===== src/logic/cmd_word_map.vh =====
// command word field positions, control-place code and timing constants
// assumes inclusion by bare name from the decoder module
`ifndef CMD_WORD_MAP_VH
`define CMD_WORD_MAP_VH
`define CW_SWITCH_ON 0
`define CW_COAST_N 1
`define CW_QSTOP_N 2
`define CW_START 3
`define CW_RAMP_OUT 4
`define CW_RAMP_HOLD 5
`define CW_SETPOINT 6
`define CW_FAULT_ACK 7
`define CW_INCH1 8
`define CW_INCH2 9
`define CW_FB_EN 10
`define CW_WDOG 11
`define CW_RESET 12'h000
`define PLACE_FIELDBUS 2'h3
`define TICK_MS 1
`define CLK_MHZ 200
`define TICK_CYCLES (`TICK_MS * `CLK_MHZ * 1000)
`define ST_INHIBIT 3'h0
`define ST_READY_ON 3'h1
`define ST_READY_RUN 3'h2
`define ST_RUN 3'h3
`define ST_RAMP_STOP 3'h4
`define ST_COAST 3'h5
`define ST_QSTOP 3'h6
`define ST_FAULT 3'h7
`endif


===== src/logic/fieldbus_control_word_decoder.v =====
// fieldbus main command word decoder for a motor drive sequencer
// assumes the word arrives on the same clock; motor status inputs are synchronous
//
// How it works
// RL1: switch-on rising edge leaves inhibit, ready-to-run
// RL2: switch-on low ramps down to ready-on
// RL3: coast bit low coasts into inhibit
// RL4: quick-stop low runs configured quick stop
// RL5: start bit runs, low stops by function
// RL6: ramp-output low zeroes ramp, overrides others
// RL7: ramp-hold low freezes speed, ignore references
// RL8: setpoint low zeroes reference, lowest priority
// RL9: fault acknowledged on rising edge, inhibit after; code enters ready-on instead unless fault_removed_voltage is set
// RL10: inching bits jog when separately enabled
// RL11: fieldbus jog: start, ramp bits zero, stopped
// RL12: ramp bits honoured again after zero speed
// RL13: start disables inching; both inching stops; code requires the start bit for a jog
// RL14: enable bit only counts at fieldbus place
// RL15: enable withdrawn while running coasts
// RL16: master toggles watchdog about once a second
// RL17: missing watchdog faults; zero delay disables
// RL18: watchdog bit echoed to status top bit
// RL19: top four bits ignored
`timescale 1ns/1ps
`include "cmd_word_map.vh"
module fieldbus_control_word_decoder #(
  parameter TICK_CYCLES = `TICK_CYCLES,
  parameter WD_W = 16
)(
  input wire clk_sys,
  input wire sys_rst,
  input wire [15:0] command_word,
  input wire command_word_valid,
  input wire [1:0] control_place_selection,
  input wire [WD_W-1:0] watchdog_delay_setting,
  input wire jog_enable,
  input wire zero_speed,
  input wire fault_active,
  input wire fault_removed_voltage,
  input wire quick_stop_coasts,
  output reg [2:0] drive_state_ff,
  output reg run_cmd_ff,
  output reg coast_stop_ff,
  output reg ramp_stop_ff,
  output reg quick_stop_ff,
  output reg ramp_out_zero_ff,
  output reg ramp_hold_ff,
  output reg ref_zero_ff,
  output reg jog1_ff,
  output reg jog2_ff,
  output reg fault_ack_ff,
  output reg fb_comm_fault_ff,
  output reg wd_echo_ff
);
  // latched word, reserved top bits masked
  // only bits 0-11 carry meaning, so only they are stored
  reg [11:0] cw_ff;
  // next value of the latched word
  reg [11:0] nxt_cw;
  // word one cycle older, for edge detection
  // resets to zero so a bit held high at release still counts as a rise
  reg [11:0] prev_cw_ff;
  // tick counter and watchdog timer
  // free running divider, one pulse per millisecond
  reg [31:0] tick_cnt_ff;
  // one cycle tick pulse
  reg tick_ff;
  // ticks seen since the last watchdog bit change
  reg [WD_W-1:0] wd_cnt_ff;
  // watchdog bit one cycle back
  reg wd_prev_ff;
  // jog latch across zero speed
  // holds the ramp bits off until the motor is back at standstill
  reg jog_active_ff;
  // next drive state
  reg [2:0] nxt_state;

  // accepted word fields
  // the word only steers the state, jog and acknowledge at the fieldbus control place
  // and with its own enable bit set; the ramp bits act at any place
  wire fb_place = (control_place_selection == `PLACE_FIELDBUS);
  wire fb_ctrl = fb_place & cw_ff[`CW_FB_EN]; // RL14
  // switch-on rising edge, leaves inhibit
  wire on_rise = cw_ff[`CW_SWITCH_ON] & ~prev_cw_ff[`CW_SWITCH_ON];
  // fault acknowledge rising edge, one cycle
  wire ack_rise = cw_ff[`CW_FAULT_ACK] & ~prev_cw_ff[`CW_FAULT_ACK];
  wire ramp_bits_zero = ~cw_ff[`CW_RAMP_OUT] & ~cw_ff[`CW_RAMP_HOLD] & ~cw_ff[`CW_SETPOINT];
  // any inching bit, and the forbidden pair
  wire inch_any = cw_ff[`CW_INCH1] | cw_ff[`CW_INCH2];
  wire inch_both = cw_ff[`CW_INCH1] & cw_ff[`CW_INCH2];
  // fieldbus jog request: start with all ramp bits low
  wire jog_req = fb_ctrl & jog_enable & cw_ff[`CW_START] & ramp_bits_zero
    & inch_any & ~inch_both; // RL11 RL13
  // drive modulating
  wire running = (drive_state_ff == `ST_RUN);
  // enable bit falls while running at the fieldbus place
  wire fb_drop = running & prev_cw_ff[`CW_FB_EN] & fb_place & ~cw_ff[`CW_FB_EN];

  // capture word, bits 12-15 dropped
  always @*
  begin
    nxt_cw = cw_ff;
    // a valid strobe loads the word; without it the last word is held
    if (command_word_valid)
    begin
      nxt_cw = command_word[11:0]; // RL19
    end
  end

  always @(posedge clk_sys)
  begin
    if (sys_rst)
    begin
      cw_ff <= `CW_RESET;
      prev_cw_ff <= `CW_RESET;
    end
    else
    begin
      cw_ff <= nxt_cw;
      prev_cw_ff <= cw_ff;
    end
  end

  // evaluation tick for watchdog delay, in milliseconds
  // the count is a parameter so a bench can shorten the millisecond
  // the counter wraps one short of the count, so the period is exact
  always @(posedge clk_sys)
  begin
    if (sys_rst)
    begin
      tick_cnt_ff <= 32'h00000000;
      tick_ff <= 1'b0;
    end
    else if (tick_cnt_ff == TICK_CYCLES - 1)
    begin
      tick_cnt_ff <= 32'h00000000;
      tick_ff <= 1'b1;
    end
    else
    begin
      tick_cnt_ff <= tick_cnt_ff + 32'h00000001;
      tick_ff <= 1'b0;
    end
  end

  // watchdog: any edge of the bit restarts the timer
  always @(posedge clk_sys)
  begin
    if (sys_rst)
    begin
      wd_cnt_ff <= {WD_W{1'b0}};
      wd_prev_ff <= 1'b0;
      fb_comm_fault_ff <= 1'b0;
      wd_echo_ff <= 1'b0;
    end
    else
    begin
      wd_prev_ff <= cw_ff[`CW_WDOG];
      // echo follows the latched bit, one cycle behind
      wd_echo_ff <= cw_ff[`CW_WDOG]; // RL18
      if (watchdog_delay_setting == {WD_W{1'b0}} || !fb_ctrl)
      begin
        // monitoring off
        wd_cnt_ff <= {WD_W{1'b0}}; // RL17
      end
      else if (wd_prev_ff != cw_ff[`CW_WDOG])
      begin
        // pulse seen
        wd_cnt_ff <= {WD_W{1'b0}};
      end
      // the counter saturates at the delay, so it never wraps to zero
      else if (tick_ff && wd_cnt_ff < watchdog_delay_setting)
      begin
        wd_cnt_ff <= wd_cnt_ff + {{(WD_W-1){1'b0}}, 1'b1};
      end
      // fault set wins over acknowledge
      if (watchdog_delay_setting != {WD_W{1'b0}} && fb_ctrl
          && wd_cnt_ff >= watchdog_delay_setting)
      begin
        fb_comm_fault_ff <= 1'b1; // RL17
      end
      // clearing needs the word to count, so a foreign place cannot clear
      else if (ack_rise && fb_ctrl)
      begin
        fb_comm_fault_ff <= 1'b0; // RL9
      end
    end
  end

  // drive sequencer next state
  always @*
  begin
    nxt_state = drive_state_ff;
    // faults first, then loss of control, then the word's own bits
    if (fault_active || fb_comm_fault_ff)
    begin
      nxt_state = `ST_FAULT;
    end
    else if (fb_drop)
    begin
      // control taken away mid-run
      nxt_state = `ST_COAST; // RL15
    end
    else if (drive_state_ff == `ST_COAST)
    begin
      // coasting ends in inhibit even when the word no longer counts
      nxt_state = `ST_INHIBIT; // RL3 RL15
    end
    else if (fb_ctrl)
    begin
      case (drive_state_ff)
        `ST_FAULT:
        begin
          // acknowledged fault
          // voltage removed by the fault reaction means inhibit
          if (ack_rise)
          begin
            nxt_state = fault_removed_voltage ? `ST_INHIBIT : `ST_READY_ON; // RL9
          end
        end
        `ST_COAST:
        begin
          nxt_state = `ST_INHIBIT; // RL3
        end
        `ST_INHIBIT:
        begin
          // needs coast and quick stop both released in the cycle the edge is seen
          if (on_rise && cw_ff[`CW_COAST_N] && cw_ff[`CW_QSTOP_N])
          begin
            nxt_state = `ST_READY_RUN; // RL1
          end
        end
        default:
        begin
          if (!cw_ff[`CW_COAST_N])
          begin
            // coast overrides every other stop
            nxt_state = `ST_COAST; // RL3
          end
          else if (drive_state_ff == `ST_QSTOP)
          begin
            // quick stop ends in inhibit at standstill, bit low or not
            // the master must pulse switch-on again to leave inhibit
            nxt_state = zero_speed ? `ST_INHIBIT : `ST_QSTOP; // RL4
          end
          else if (!cw_ff[`CW_QSTOP_N])
          begin
            // quick stop request from any powered state
            nxt_state = `ST_QSTOP; // RL4
          end
          else if (!cw_ff[`CW_SWITCH_ON])
          begin
            // switch-on low: ramp down, ready-on once stopped
            nxt_state = zero_speed ? `ST_READY_ON : `ST_RAMP_STOP; // RL2
          end
          else if (drive_state_ff == `ST_READY_ON || drive_state_ff == `ST_RAMP_STOP)
          begin
            nxt_state = `ST_READY_RUN;
          end
          else if (cw_ff[`CW_START] && !inch_both)
          begin
            // start runs unless both inching bits are set
            nxt_state = `ST_RUN; // RL5 RL13
          end
          else
          begin
            // start low: back to ready-to-run by the stop function
            nxt_state = `ST_READY_RUN; // RL5
          end
        end
      endcase
    end
  end

  // state register and decoded actions
  always @(posedge clk_sys)
  begin
    if (sys_rst)
    begin
      // safe start: ramp and reference forced to zero
      drive_state_ff <= `ST_INHIBIT;
      run_cmd_ff <= 1'b0;
      coast_stop_ff <= 1'b0;
      ramp_stop_ff <= 1'b0;
      quick_stop_ff <= 1'b0;
      ramp_out_zero_ff <= 1'b1;
      ramp_hold_ff <= 1'b0;
      ref_zero_ff <= 1'b1;
      jog1_ff <= 1'b0;
      jog2_ff <= 1'b0;
      fault_ack_ff <= 1'b0;
      jog_active_ff <= 1'b0;
    end
    else
    begin
      drive_state_ff <= nxt_state;
      // run flag mirrors the next state so it lines up with the state
      run_cmd_ff <= (nxt_state == `ST_RUN);
      // coast pulse also covers the enable drop cycle
      coast_stop_ff <= (nxt_state == `ST_COAST) | fb_drop; // RL3 RL15
      ramp_stop_ff <= (nxt_state == `ST_RAMP_STOP); // RL2
      // quick stop flag is off when the configured quick stop is a coast
      quick_stop_ff <= (nxt_state == `ST_QSTOP) & ~quick_stop_coasts; // RL4
      // acknowledge is a single cycle pulse
      fault_ack_ff <= ack_rise & fb_ctrl; // RL9
      // jog starts only from standstill, holds until standstill
      if (jog_req && (zero_speed || jog_active_ff) && nxt_state == `ST_RUN)
      begin
        jog_active_ff <= 1'b1; // RL11
      end
      else if (zero_speed)
      begin
        jog_active_ff <= 1'b0; // RL12
      end
      // each reference follows its own inching bit
      jog1_ff <= jog_req & (zero_speed | jog_active_ff) & cw_ff[`CW_INCH1]
        & (nxt_state == `ST_RUN); // RL10
      jog2_ff <= jog_req & (zero_speed | jog_active_ff) & cw_ff[`CW_INCH2]
        & (nxt_state == `ST_RUN); // RL10
      if (jog_active_ff || jog_req)
      begin
        // ramp bits masked while jogging or until standstill
        ramp_out_zero_ff <= 1'b0; // RL12
        ramp_hold_ff <= 1'b0;
        ref_zero_ff <= 1'b0;
      end
      else if (!cw_ff[`CW_RAMP_OUT])
      begin
        // highest priority ramp control
        ramp_out_zero_ff <= 1'b1; // RL6
        ramp_hold_ff <= 1'b0;
        ref_zero_ff <= 1'b0;
      end
      // freeze: hold present speed, new references ignored
      else if (!cw_ff[`CW_RAMP_HOLD])
      begin
        ramp_out_zero_ff <= 1'b0;
        ramp_hold_ff <= 1'b1; // RL7
        ref_zero_ff <= 1'b0;
      end
      else
      begin
        ramp_out_zero_ff <= 1'b0;
        ramp_hold_ff <= 1'b0;
        // lowest priority: setpoint low forces reference to zero
        ref_zero_ff <= ~cw_ff[`CW_SETPOINT]; // RL8
      end
    end
  end
endmodule


===== config.mk =====
export PLATFORM = sky130hd
export DESIGN_NAME = fieldbus_control_word_decoder
export DESIGN_NICKNAME = d
export VERILOG_FILES = /design/src/logic/fieldbus_control_word_decoder.v
export VERILOG_INCLUDE_DIRS = /design/src /design/src/logic
export SDC_FILE = /design/constraint.sdc
export NUM_CORES = 1
export LEC_CHECK = 0
export BUFFER_PORTS_ARGS = -buffer_cell sky130_fd_sc_hd__buf_2
export CORE_MARGIN = 2
export CORE_UTILIZATION = 55
export DETAILED_ROUTE_END_ITERATION = 16
export GPL_ROUTABILITY_DRIVEN = 0
export HOLD_SLACK_MARGIN = 0.1
export PLACE_DENSITY = 0.87
export SLEW_MARGIN = 20
export SYNTH_ARGS = -nofsm -noshare
export SYNTH_HDL_FRONTEND = slang
export SYNTH_SLANG_ARGS = --single-unit

===== constraint.sdc =====
create_clock -name clk_sys -period 5.9 [get_ports clk_sys]
set_input_delay 0 -clock clk_sys [delete_from_list [all_inputs] [get_ports clk_sys]]
set_output_delay 0 -clock clk_sys [all_outputs]
set_load 0.02 [all_outputs]

==> metrics <==
P&R area growth vs syn 21.7%; fin nets 609; largest net degree at the start of global routing 33; final worst path period share 50.6%; post-route cell area 4920 µm²; Clock Tree Root clkbuf_8; Die ar. 8050 µm²; DIE HEIGHT 89.7 µm; VDD IR max 0.126 mV; skew final 0.0126 ns; post-DP HPWL 6330 µm; sequential share of power 50.4%; status finished, final reports clean; setup TNS 0 ns; Post-CTS Hold Fix Bufs 33; CP endpoint kind register; WL/cell 16.3 µm; cells taking the most area after synthesis dfxtp_1 40%, xor2_1 5.9%, ha_1 5.6%; Pre-Repair DR Iteration Count 5; Pleak 1.99 nW; pre-CTS setup slack 3.38 ns; Syn Area/Cell 8.58 µm²; clock-pin slew on the worst setup and hold paths 0.10 ns; routed wire length 10,600 µm; Die X 89.7 µm; vias in the first global route 3,730; Final ANT Viol Nets 0; RSZ-0062 raised after global routing no; PwrDens 228 nW/µm²; Worst-Margin Slew 0.918 ns; H-tree depth 3; violation count after the first detailed-routing iteration 310; initial antenna violation count 0; Core ar. 7180 µm²; CP startpoint kind register; Fill cells 510; DRC 0; TritonCTS buffer count 9; CTS tree yes; area of placed instances 4360 µm²; Synth Instances 471; share of the synthesized area in the top cell type 39.6%; first-pass GRT wire length 17,500 µm; Post-CTS Setup Repair Bufs 0; layout cells sized above 1 13.9%; Gates resized, CTS repair 0; Clock power frac 40.3%; crit path kind reg -> reg; crit path max fanout 15; GRT Resource Usage Total 26.6%; Switch Pwr 0.284 mW; P_int 0.839 mW; Seq cells post-synth 80; # diodes 0; IO buf count 52; Distinct cells, synth 50; clock sink count 80; ys async rst share 0%; Synth area leader dfxtp_1; final worst slack 2.91 ns; Final Critical Period 2.99 ns; Via Count 3,912; Logic pwr share 9.2%; sequential share of the synthesized area 39.6%; ys flop type dfxtp_1; row cnt 31; vias per cell 6.00; Starting Density 56.3%; worst hold slack 0.170 ns; Sw Ratio 25.3%; HP Class in -> reg; final-report hold violation count 0; max_slew headroom 38.8%; CP required 6.21 ns; max_cap viols 0; Clk Latency, worst-skew pair 0.37 ns; clk buf depth 2; GRT overflow 0; Arrival @ worst endpoint 3.30 ns; Top Ports 57; post-synthesis cell area 4040 µm²; FMAX 335 MHz; synth warn 0; Max Transition Viols Final 0; final setup fails 0; EDFF count, synth 0; net count after synthesis 531
[synthesized netlist by cell type (2+ instances only)]
| cell | count |
|---|---|
| dfxtp_1 | 80 |
| nor2_1 | 57 |
| nand2_1 | 32 |
| a21oi_1 | 28 |
| xor2_1 | 27 |
| inv_1 | 25 |
| nand3_1 | 19 |
| ha_1 | 18 |
| nand4_1 | 18 |
| and3_1 | 17 |
| o31ai_1 | 15 |
| or4_1 | 13 |
| mux2i_1 | 12 |
| clkbuf_1 | 11 |
| nor4_1 | 11 |
| o21ai_0 | 10 |
| xnor2_1 | 7 |
| nor2b_1 | 6 |
| nor3_1 | 6 |
| and2_1 | 5 |
| and4_1 | 5 |
| buf_2 | 5 |
| nand2b_1 | 4 |
| o21a_1 | 4 |
| buf_1 | 3 |
| nand3b_1 | 3 |
| o211ai_1 | 3 |
| a31oi_1 | 2 |
| nor3_2 | 2 |
| nor4b_1 | 2 |
| or3_1 | 2 |
[through the flow]
stage	total power, mW	std cells	utilization (%)
2_1_floorplan	0.627	471	-
3_3_place_gp	0.653	603	60.7
3_5_place_dp	0.657	603	60.7
4_1_cts	1.11	651	68.4
5_1_grt	1.16	652	68.6
6_report	1.12	652	68.6
[power groups by stage]
stage               clock network (mW)  registers (mW)  logic (mW)
global placement                     0           0.576      0.0763
detailed placement                   0           0.577      0.0801
CTS                              0.454           0.565      0.0969
global route                     0.476           0.568       0.111
finish                           0.453           0.566       0.104
floorplan                            0           0.576      0.0512
[path summary, 6_finish.rpt]
kind | slack [ns] | end | depth (start not counted) | start
max | 2.91 | jog_active_ff | 7 | drive_state_ff[2]
min | 0.17 | fault_ack_ff | 3 | control_place_selection[0]
max reg2reg | 2.91 | jog_active_ff | 7 | drive_state_ff[2]
min reg2reg | 0.49 | tick_cnt_ff[0] | 1 | tick_cnt_ff[0]
[state kept, by name, summed over array words and instances (netlist names)]
| signal | cells |
|---|---|
| jog1_ff | 1 |
| cw_ff | 12 |
| ref_zero_ff | 1 |
| jog2_ff | 1 |
| run_cmd_ff | 1 |
| ramp_stop_ff | 1 |
| prev_cw_ff | 3 |
| ramp_out_zero_ff | 1 |
| fault_ack_ff | 1 |
| ramp_hold_ff | 1 |
| coast_stop_ff | 1 |
| tick_cnt_ff | 32 |
| quick_stop_ff | 1 |
| wd_cnt_ff | 16 |
| drive_state_ff | 3 |
| jog_active_ff | 1 |
| fb_comm_fault_ff | 1 |
| tick_ff | 1 |
| wd_prev_ff | 1 |
[area by class of cell]
class	count	area, µm²	share of cell area, %
Timing Repair Buffer	86	606	12.3
Inverter	25	93.8	1.91
Clock inverter	6	93.8	1.91
Tap cell	99	124	2.52
Multi-Input combinational cell	347	2280	46.3
Clock buffer	9	124	2.52
Sequential cell	80	1600	32.6
[cells in the final DEF (no fill, tap or decap), drive strengths merged, types with 2 or more instances in the layout]
cell,netlist,layout
buf,8,53
ha,18,18
nor4,11,11
nor3,8,8
o21a,4,4
xnor2,7,7
dlygate4sd3,0,33
o211ai,4,4
o21ai,10,10
a21oi,28,28
nand2,32,32
nand3,19,19
xor2,27,27
nand3b,3,3
bufinv,0,2
clkinv,0,2
mux2i,12,12
nand2b,4,4
nor2,57,57
and2,5,5
nor4b,2,2
o41ai,2,2
and3,17,17
and4,5,5
nor2b,6,6
nand4,18,18
dfxtp,80,80
clkbuf,11,9
or4,13,13
or3,2,2
inv,25,26
o31ai,16,16
a31oi,2,2
[cell families (layout without fill, tap and decap cells)]
logic type / count (synthesis) / in the layout / synth area share, %
multiplexers: 12 / 12 / 2.97
XOR/XNOR: 34 / 34 / 7.37
AO/OA/AOI/OAI: 78 / 78 / 13.5
AND/OR/NAND/NOR: 205 / 205 / 26.7
adder cells (fa/ha/maj): 18 / 18 / 5.57
flip-flops: 80 / 80 / 39.6
buffers and inverters: 44 / 126 / 4.24
[critical path, stage by stage (launching register included)]
cell	delay [ns]
dfxtp_1	0.68
xor2_1	0.20
a221o_1	0.42
a2111oi_4	0.40
o211ai_2	0.19
o32a_1	0.39
nor2_1	0.08
dlygate4sd3_1	0.58
[per-layer routing]
layer	wire [µm]	part of all wire, %	global-route usage, %	vias to the layer above
li1	-	-	-	1855
met4	381	3.6	14.6	0
met5	0	0	0	-
met2	5360	50	46.6	175
met3	598	5.6	4.86	43
met1	4270	40	30.7	1839
Power figures use the tool's default switching activity.
